File: src/sched_timer_regs.vh
// Register offsets, fields, reset values and timing counts of the timer
`ifndef SCHED_TIMER_REGS_VH
`define SCHED_TIMER_REGS_VH
// ==========================================================
// Register byte offsets
`define REG_COMMAND 8'h00
`define REG_RESULT 8'h04
`define REG_STATUS 8'h08
`define REG_MASK 8'h0C
`define REG_STATE 8'h10
`define REG_CALL 8'h14
// ==========================================================
// Command word fields
`define CMD_DATA_LSB 0
`define CMD_DATA_MSB 15
`define CMD_FUNC_LSB 16
`define CMD_FUNC_MSB 27
`define CMD_DESIG_LSB 28
`define CMD_DESIG_MSB 31
// ==========================================================
// Function codes, designator, routine number (BCD)
`define FUNC_INTERVAL 12'h000
`define FUNC_FIRST 12'h001
`define FUNC_READ 12'h002
`define DESIG_TIMER 4'h4
`define ROUTINE_TIMER 8'h99
// ==========================================================
// Status bits
`define ST_EXPIRY 0
`define ST_CALL 1
`define ST_ERROR 2
// ==========================================================
// Reset values
`define RST_TIME 16'h0000
`define RST_MASK 3'h0
// ==========================================================
// Time base
`define TICK_NS 10000000
`define CLK_NS 100
`endif

File: src/tick_gen.v
// Free-running 10 ms time base pulse generator
`timescale 1ns/1ns
module tick_gen #(
  parameter DIV = 100000
)
(
  input wire clk,
  input wire rst,
  output reg tick
);
  reg [31:0] cnt_q;
  always @(posedge clk or posedge rst)
  begin
    if (rst)
    begin
      cnt_q <= 32'h0000_0000;
      tick <= 1'b0;
    end
    else if (cnt_q == DIV - 1)
    begin
      cnt_q <= 32'h0000_0000;
      tick <= 1'b1;
    end
    else
    begin
      cnt_q <= cnt_q + 32'h0000_0001;
      tick <= 1'b0;
    end
  end
endmodule

File: src/bcd_down.v
// Four-digit BCD decrement by one, plus validity check
`timescale 1ns/1ns
module bcd_down (
  input wire [15:0] value,
  output reg [15:0] less_one,
  output reg is_bcd
);
  integer i;
  reg borrow;
  reg [3:0] dig;
  always @*
  begin
    borrow = 1'b1;
    is_bcd = 1'b1;
    less_one = 16'h0000;
    dig = 4'h0;
    for (i = 0; i < 4; i = i + 1)
    begin
      dig = value[i*4 +: 4];
      if (dig > 4'h9)
        is_bcd = 1'b0;
      if (borrow)
      begin
        if (dig == 4'h0)
          less_one[i*4 +: 4] = 4'h9;
        else
        begin
          less_one[i*4 +: 4] = dig - 4'h1;
          borrow = 1'b0;
        end
      end
      else
        less_one[i*4 +: 4] = dig;
    end
  end
endmodule

File: src/sched_timer.v
// Scheduled interrupt timer with a classic Wishbone register slave
// Function
// [RULE1] Function code 000 loads interval, 001 first delay, 002 reads.
// [RULE2] Software always gives interrupt designator four.
// [RULE3] Interval 00.01 to 99.99 s in BCD hundredths, changeable anytime.
// [RULE4] Interval zero cancels further timer interrupts.
// [RULE5] New interval waits until after the next expiry.
// [RULE6] First delay restarts countdown now, then repeat interval follows.
// [RULE7] First delay 00.01 to 99.99 s; zero suppresses the interrupt.
// [RULE8] Every first-delay reload restarts the countdown.
// [RULE9] Function 002 copies the effective interval to the result word.
// [RULE10] Each expiry starts routine 99, independent of program cycle.
// [RULE11] No interrupts after power-up until times are loaded.
// [RULE12] Software should load both interval and first delay.
// [RULE13] Bad function, data or designator sets error and skips.
// [RULE14] Immediate data only for 000 and 001; 002 names a word. Code ignores 002 data and always puts the result in REG_RESULT.
// [RULE15] After the routine, the program resumes where it stopped.
// [RULE16] No timer commands during step-sequenced sections.
// [RULE17] Routine 99 may also be called directly by the program.
// [RULE18] Count down per 10 ms tick, reload interval on expiry.
// [RULE19] Reset clears interval and first delay, timer idle.
//
// The register offsets and the Wishbone interface to the registers were chosen for this implementation.
`timescale 1ns/1ns
`include "sched_timer_regs.vh"
module sched_timer #(
  parameter TICK_DIV = `TICK_NS / `CLK_NS
)
(
  // Clock and reset
  input wire REF_CLK,
  input wire SYS_RST,
  // Wishbone slave
  input wire WB_CYC_I,
  input wire WB_STB_I,
  input wire WB_WE_I,
  input wire [7:0] WB_ADR_I,
  input wire [3:0] WB_SEL_I,
  input wire [31:0] WB_DAT_I,
  output reg [31:0] WB_DAT_O,
  output reg WB_ACK_O,
  // Interrupt and routine dispatch
  output reg IRQ,
  output reg ROUTINE_START,
  output reg [7:0] ROUTINE_NUM,
  output reg ERROR_FLAG
);
  // ==========================================================
  // State
  reg [15:0] interval_q;
  reg [15:0] pending_q;
  reg pending_valid_q;
  reg [15:0] count_q;
  reg running_q;
  reg [31:0] result_q;
  reg [2:0] status_q;
  reg [2:0] mask_q;
  wire tick;
  wire [15:0] count_less;
  wire count_ok;
  wire [15:0] cmd_less;
  wire cmd_bcd;

  // ==========================================================
  // Time base and arithmetic
  tick_gen #(.DIV(TICK_DIV)) u_tick (
    .clk(REF_CLK),
    .rst(SYS_RST),
    .tick(tick)
  );

  bcd_down u_count (
    .value(count_q),
    .less_one(count_less),
    .is_bcd(count_ok)
  );

  wire [31:0] wdat = WB_DAT_I;
  wire [15:0] cmd_data = wdat[`CMD_DATA_MSB:`CMD_DATA_LSB];
  wire [11:0] cmd_func = wdat[`CMD_FUNC_MSB:`CMD_FUNC_LSB];
  wire [3:0] cmd_desig = wdat[`CMD_DESIG_MSB:`CMD_DESIG_LSB];

  bcd_down u_cmd (
    .value(cmd_data),
    .less_one(cmd_less),
    .is_bcd(cmd_bcd)
  );

  // ==========================================================
  // Bus decode
  wire req = WB_CYC_I & WB_STB_I & ~WB_ACK_O;
  wire wr = req & WB_WE_I & (WB_SEL_I == 4'hF);
  wire wr_cmd = wr & (WB_ADR_I == `REG_COMMAND);
  wire wr_status = wr & (WB_ADR_I == `REG_STATUS);
  wire wr_mask = wr & (WB_ADR_I == `REG_MASK);
  wire wr_call = wr & (WB_ADR_I == `REG_CALL) & wdat[0];

  wire func_ok = (cmd_func == `FUNC_INTERVAL) | // RULE1
    (cmd_func == `FUNC_FIRST) | (cmd_func == `FUNC_READ);
  wire cmd_bad = (cmd_desig != `DESIG_TIMER) | ~func_ok | // RULE13
    (~cmd_bcd & (cmd_func != `FUNC_READ));
  wire do_interval = wr_cmd & ~cmd_bad & (cmd_func == `FUNC_INTERVAL);
  wire do_first = wr_cmd & ~cmd_bad & (cmd_func == `FUNC_FIRST);
  wire do_read = wr_cmd & ~cmd_bad & (cmd_func == `FUNC_READ);

  // Expiry when the last hundredth elapses
  wire expire = running_q & tick & (count_q == 16'h0001) & count_ok; // RULE18
  wire [15:0] next_interval = pending_valid_q ? pending_q : interval_q;

  // ==========================================================
  // Interval and countdown
  always @(posedge REF_CLK or posedge SYS_RST)
  begin
    if (SYS_RST)
    begin
      interval_q <= `RST_TIME; // RULE19
      pending_q <= `RST_TIME;
      pending_valid_q <= 1'b0;
      count_q <= `RST_TIME;
      running_q <= 1'b0; // RULE11
    end
    else
    begin
      if (expire)
      begin
        interval_q <= next_interval; // RULE5
        pending_valid_q <= 1'b0;
        count_q <= next_interval; // RULE18
        running_q <= (next_interval != 16'h0000); // RULE4
      end
      else if (running_q & tick)
        count_q <= count_less;
      if (do_interval)
      begin
        if (running_q & ~expire)
        begin
          pending_q <= cmd_data; // RULE5
          pending_valid_q <= 1'b1;
        end
        else
        begin
          interval_q <= cmd_data; // RULE3
          pending_valid_q <= 1'b0;
        end
        if (cmd_data == 16'h0000)
          running_q <= 1'b0; // RULE4
      end
      if (do_first)
      begin
        count_q <= cmd_data; // RULE6 RULE8
        running_q <= (cmd_data != 16'h0000); // RULE7
      end
    end
  end

  // ==========================================================
  // Status, mask, result, outputs
  wire [2:0] events = {wr_cmd & cmd_bad, wr_call, expire};
  wire [2:0] clr = wr_status ? wdat[2:0] : 3'h0;
  wire [2:0] status_d = (status_q & ~clr) | events;

  always @(posedge REF_CLK or posedge SYS_RST)
  begin
    if (SYS_RST)
    begin
      status_q <= 3'h0;
      mask_q <= `RST_MASK;
      result_q <= 32'h0000_0000;
      IRQ <= 1'b0;
      ROUTINE_START <= 1'b0;
      ROUTINE_NUM <= 8'h00;
      ERROR_FLAG <= 1'b0;
      WB_ACK_O <= 1'b0;
      WB_DAT_O <= 32'h0000_0000;
    end
    else
    begin
      status_q <= status_d; // RULE13
      if (wr_mask)
        mask_q <= wdat[2:0];
      if (do_read)
        result_q <= {16'h0000, interval_q}; // RULE9
      if (wr_cmd)
        ERROR_FLAG <= cmd_bad; // RULE13
      IRQ <= |(status_d & mask_q);
      ROUTINE_START <= expire | wr_call; // RULE10 RULE15 RULE17
      if (expire | wr_call)
        ROUTINE_NUM <= `ROUTINE_TIMER;
      WB_ACK_O <= req;
      WB_DAT_O <= 32'h0000_0000;
      if (req & ~WB_WE_I)
      begin
        case (WB_ADR_I)
          `REG_RESULT: WB_DAT_O <= result_q;
          `REG_STATUS: WB_DAT_O <= {29'h0, status_q};
          `REG_MASK: WB_DAT_O <= {29'h0, mask_q};
          `REG_STATE: WB_DAT_O <= {count_q, interval_q};
          default: WB_DAT_O <= 32'h0000_0000;
        endcase
      end
    end
  end
endmodule

File: config.mk
export PLATFORM = sky130hd
export DESIGN_NAME = sched_timer
export DESIGN_NICKNAME = d
export VERILOG_FILES = /design/src/tick_gen.v /design/src/bcd_down.v /design/src/sched_timer.v
export VERILOG_INCLUDE_DIRS = /design/src
export SDC_FILE = /design/constraint.sdc
export NUM_CORES = 1
export LEC_CHECK = 0
export BUFFER_PORTS_ARGS = -buffer_cell sky130_fd_sc_hd__buf_2
export CAP_MARGIN = 10
export CORE_UTILIZATION = 54
export DETAILED_ROUTE_END_ITERATION = 8
export GPL_ROUTABILITY_DRIVEN = 0
export GPL_TIMING_DRIVEN = 0
export PLACE_DENSITY = 0.77
export SLEW_MARGIN = 20
export SYNTH_ARGS = -nofsm -noshare
export SYNTH_HDL_FRONTEND = slang
export SYNTH_HIERARCHICAL = 1
export SYNTH_SLANG_ARGS = --single-unit
File: constraint.sdc
create_clock -name REF_CLK -period 4 [get_ports REF_CLK]
set_input_delay 0.8 -clock REF_CLK [delete_from_list [all_inputs] [get_ports REF_CLK]]
set_output_delay 0.8 -clock REF_CLK [all_outputs]
set_load 0.05 [all_outputs]
# == Yosys cells after proc, flatten, opt, wreduce, memory -nomap -nowiden ==
# Index checks and enable logic that the tools add are counted.
# word_totals
output_inout_bits,44
ff_bits,142
mem_count,0
romBits,0
ramBits,0
latch_bits,0
inputBits,49
# op_classes
magnitude_cmp,8
add_sub_neg,5
n_div,0
shifts,0
reduce_logical,19
n_eq_ne,12
n_mul,0
mux,39
n_bitwise,35
# ops
op,count
32-bit one-hot mux with 4 select lines,1
16-bit two-way mux,7
32-bit two-way mux,2
"32-bit by 1-bit adder with 32-bit output, second input constant",1
"32-bit by 17-bit == test with 1-bit output, second input constant",1
"4-bit > comparator, second input constant",8
16-bit nonzero test,2
4-bit two-way mux,7
1-bit two-way mux,21
1-bit bitwise AND,20
"16-bit by 1-bit == test with 1-bit output, second input constant",1
"8-bit by 4-bit == test with 1-bit output, second input constant",2
"8-bit by 5-bit == test with 1-bit output, second input constant",2
16-bit logical NOT,1
4-bit logical NOT,4
"4-bit by 1-bit subtractor with 4-bit output, second input constant",4
"12-bit by 1-bit == test with 1-bit output, second input constant",1
"12-bit by 2-bit == test with 1-bit output, second input constant",1
12-bit logical NOT,1
"12-bit by 2-bit != test with 1-bit output, second input constant",1
3-bit nonzero test,4
"8-bit by 3-bit == test with 1-bit output, second input constant",1
8-bit logical NOT,1
2-bit AND reduction,4
10 further kinds,20

# == Logic depth before layout (Yosys ltp) ==
# logic_depth
word_depth,13
mapped_depth,11
depth_no_buf,7

# == Cells and area by module ==
# Netlist, hierarchy kept.
# by_module_without_submodules
module,area_each_um2,cells_each,instances
sched_timer,5321.4,434,1
tick_gen,1602.8,146,1
bcd_down,351.6,51,2

# == Worst setup path before layout ==
# No wires, ideal clock.
# synth_timing
path_kind,input-to-reg
startpoint,input port WB_DAT_I[5]
endpoint,register count_q[0]
path_slack_ps,1157
required_ps,3917
cell_stages,11
setup_ps,83
t_arrival_ps,2761
path_buffers,4
cell_sequence,clkbuf_1 -> o21ai_0 -> and4_1 -> nor2b_1 -> o211ai_1 -> nor4_1 -> buf_2 -> or2_2 -> buf_2 -> clkbuf_2 -> o21ai_0
# synth_via
elab_chain_len,11
# synth_lines
element,line_no,rtl
"start, declared",sched_timer.v:39,"input wire [31:0] WB_DAT_I,"
4-bit > comparator *,bcd_down.v:20,if (dig > 4'h9)
1-bit two-way mux * (3 in series),bcd_down.v:20,
named net cmd_bcd,sched_timer.v:62,wire cmd_bcd;
1-bit inverter *,sched_timer.v:101,(~cmd_bcd & (cmd_func != `FUNC_READ));
1-bit bitwise AND *,sched_timer.v:101,
1-bit OR *,sched_timer.v:100,wire cmd_bad = (cmd_desig != `DESIG_TIMER) | ~func_ok |
1-bit inverter *,sched_timer.v:103,wire do_first = wr_cmd & ~cmd_bad & (cmd_func == `FUNC_FIRST);
1-bit bitwise AND * (2 in series),sched_timer.v:103,
3-bit nonzero test (no source line) / 16-bit two-way mux (equally long branches),n/a,
"end signal, assigned",sched_timer.v:119,count_q <= `RST_TIME;
"end signal, assigned",sched_timer.v:128,count_q <= next_interval;
"end signal, assigned",sched_timer.v:132,count_q <= count_less;
"end, declared",sched_timer.v:53,reg [15:0] count_q;
# Mark *: on every way through the listed nets, which the timed path passes. The rest lies on a longest branch.
# A chain may end at the register's enable or synchronous reset.

# == Worst setup path after layout ==
# layout_timing
startpoint,register count_q[5]
endpoint,register interval_q[14]
# layout_via
elab_chain_len,9
# layout_lines
element,line_no,rtl
4-bit > comparator *,bcd_down.v:20,
1-bit two-way mux * (3 in series),bcd_down.v:20,
named net count_ok,sched_timer.v:60,wire count_ok;
1-bit bitwise AND *,sched_timer.v:107,wire expire = running_q & tick & (count_q == 16'h0001) & count_ok;
1-bit inverter,sched_timer.v:135,if (running_q & ~expire)
1-bit bitwise AND,sched_timer.v:135,
16-bit two-way mux,sched_timer.v:135,
16-bit two-way mux *,sched_timer.v:133,if (do_interval)
"end signal, assigned",sched_timer.v:116,interval_q <= `RST_TIME;
"end signal, assigned",sched_timer.v:126,interval_q <= next_interval;
"end signal, assigned",sched_timer.v:142,interval_q <= cmd_data;
"end, declared",sched_timer.v:50,reg [15:0] interval_q;
# Marked as above.

==> results by group <==
STA
  – Hold Fails Final Rpt: 0
  – RSZ-0062 raised after global routing: false
  – Least-Margin Pin Slew: 881 ps
  – Final setup viols: 0
  – Tmin final: 2900 ps
  – Setup TNS: 0 ps
  – Max-slew violations: 0
  – Final setup skew: 5.07 ps
  – Fmax: 344 MHz
  – Slew headroom: 0.407
  – Tcrit/Tclk final: 0.726

Floorplanning
  – Die height: 118 um
  – Starting Density: 0.552
  – Die Width: 118 um
  – Die area: 14000 um^2
  – # rows: 42
  – Core area: 13200 um^2
  – IO Pins: 93

Route
  – Routed Wire Length: 17700 um
  – WL/cell: 18.9 um
  – DR DRC count: 0
  – Vias per cell: 6.03
  – First-pass iteration count of the detailed router: 6
  – Antenna Nets Post-Route: 0
  – Detailed Route Iter0 Violations: 535
  – Vias: 5648

Critical path
  – CP Capture Type: flop
  – Crit path cell chain: clkbuf_1 -> o21ai_0 -> and4_1 -> nand4_1 -> nor3_4 -> buf_8 -> mux2_1 -> mux2_4
  – Critical path arrival: 3220 ps
  – CP Class: flop to flop
  – R2r worst-path depth: 8
  – CP max stage delay: 530 ps
  – Req. time, crit path: 4310 ps
  – Slowest cell on crit path: nor3_4
  – Startpoint type of the worst setup path: flop
  – Max FO, Critical Path: 10

Finish
  – Layout fillers: 1026
  – Layout Utilization: 0.648
  – Nets: 798
  – Layout cells sized above 1: 0.304
  – # diodes: 0
  – Syn-to-layout area delta: 17.5%

Clocking
  – Worst-path clk slew: 60 ps
  – Max clock buf depth: 2
  – CTS Sinks: 142
  – Clock latency on the worst-skew pair: 430 ps
  – H-tree levels: 4
  – Clock root buffer: clkbuf_16
  – CTS tree: done
  – CTS Hold Bufs: 0
  – Clock buffer count from CTS: 17
  – Post-CTS resize count: 0
  – Post-CTS setup buffers: 0

GRT
  – GRT Overall Usage: 0.264
  – Initial antenna violation count: 0
  – First-pass GRT wire length: 28400 um
  – Largest net degree at the start of global routing: 72
  – Vias in the first global route: 5479
  – Total grt overflow: 0

Pwr
  – P_sw: 692 uW
  – Clock share of power: 0.499
  – Switch share: 0.225
  – Peak VDD IR: 0.000288 V
  – Internal: 2380 uW
  – Pwr Density: 358 nW/um^2
  – Leak pwr: 0.00405 uW
  – Logic pwr share: 0.033
  – Seq pwr share: 0.468

Yosys
  – Synth Cell Area: 7310 um^2
  – Synth Warn #: 6
  – Gate Count Post-Synth: 637
  – Syn avg cell area: 11.5 um^2

Min path
  – Worst min path class: primary input to async pin

Flow run
  – Max Cap Viol: 0

Place
  – Post-DP HPWL: 12500 um
  – Number of port buffers: 88

Status
  – Outcome: completed
## area by class of cell
| cell class | count | area, um^2 | share of cell area |
|---|---|---|---|
| Clock inverter | 14 | 144 | 0.0168 |
| Tap cell | 176 | 220 | 0.0256 |
| Inverter | 8 | 35.0 | 0.00408 |
| Multi-Input combinational cell | 455 | 3520 | 0.410 |
| Clock buffer | 18 | 429 | 0.0500 |
| Buffer | 35 | 214 | 0.0249 |
| Timing Repair Buffer | 89 | 468 | 0.0545 |
| Sequential cell | 142 | 3550 | 0.414 |
## flip-flops by register name, summed over array words and instances, names as in the netlist, 3 cells and up
signal,flops
status_q,3
u_tick/cnt_q,32
pending_q,16
mask_q,3
count_q,16
interval_q,16
result_q,16
WB_DAT_O,32
## power by group through the flow
stage                     clock (uW)  sequential [uW]  combinational (uW)
after floorplan                    0             1470                43.6
after global placement             0             1460                95.3
after detailed placement           0             1460                 103
after CTS                       1560             1440                 103
after global routing            1620             1440                 112
final                           1530             1440                 102
## layout by cell type (no fill, tap or decap), drive strengths merged, types with 3 or more instances in the layout
master,instances
a21o,3
a21oi,8
a222oi,3
a22oi,15
and2,19
and3,25
and4,10
buf,107
clkbuf,35
clkinv,5
clkinvlp,5
conb,4
dfrtp,142
inv,10
mux2,87
mux2i,32
nand2,22
nand3,20
nand4,16
nand4b,3
nor2,36
nor2b,7
nor3,19
nor4,28
nor4b,6
o21ai,31
or3,3
or4,4
xnor2,21
xor2,12
## through the flow
step | hold slack (ps) | std cells | setup slack, ps | area, um^2 | total power [uW]
2_1_floorplan | 447 | 640 | 326 | 7320 | 1510
3_3_place_gp | 460 | 904 | -815 | 7980 | 1560
3_5_place_dp | 484 | 905 | 771 | 8010 | 1570
4_1_cts | 371 | 937 | 1110 | 8590 | 3100
5_1_grt | 396 | 937 | 944 | 8590 | 3170
6_report | 378 | 937 | 1100 | 8590 | 3070
## critical path: cells and delay by family, from the launching register on
family                 cells  cell delay, ps
buffers and inverters      2             470
AOI/OAI and AO/OA          1             230
DFF                        1             400
muxes                      2             600
and+or+nand+nor            3            1070
## per-layer routing
layer | vias up | share of wire | wire length [um] | track usage
li1 | 2573 | - | - | -
met1 | 2837 | 0.43 | 7650 | 0.339
met2 | 194 | 0.48 | 8480 | 0.414
met3 | 44 | 0.058 | 1020 | 0.0700
met4 | 0 | 0.031 | 547 | 0.131
met5 | - | 0 | 0 | 0
## path summary, 6_finish.rpt
| path | to | startpoint | slack (ps) |
|---|---|---|---|
| max | interval_q[14] | count_q[5] | 1100 |
| min | pending_q[9] | SYS_RST | 380 |
| max reg2reg | interval_q[14] | count_q[5] | 1100 |
| min reg2reg | u_tick/cnt_q[0] | u_tick/cnt_q[0] | 490 |
| max in group asynchronous | WB_ACK_O | SYS_RST | 2960 |
| min in group REF_CLK | u_tick/cnt_q[0] | u_tick/cnt_q[0] | 490 |
(Power assumes the default switching activity.)
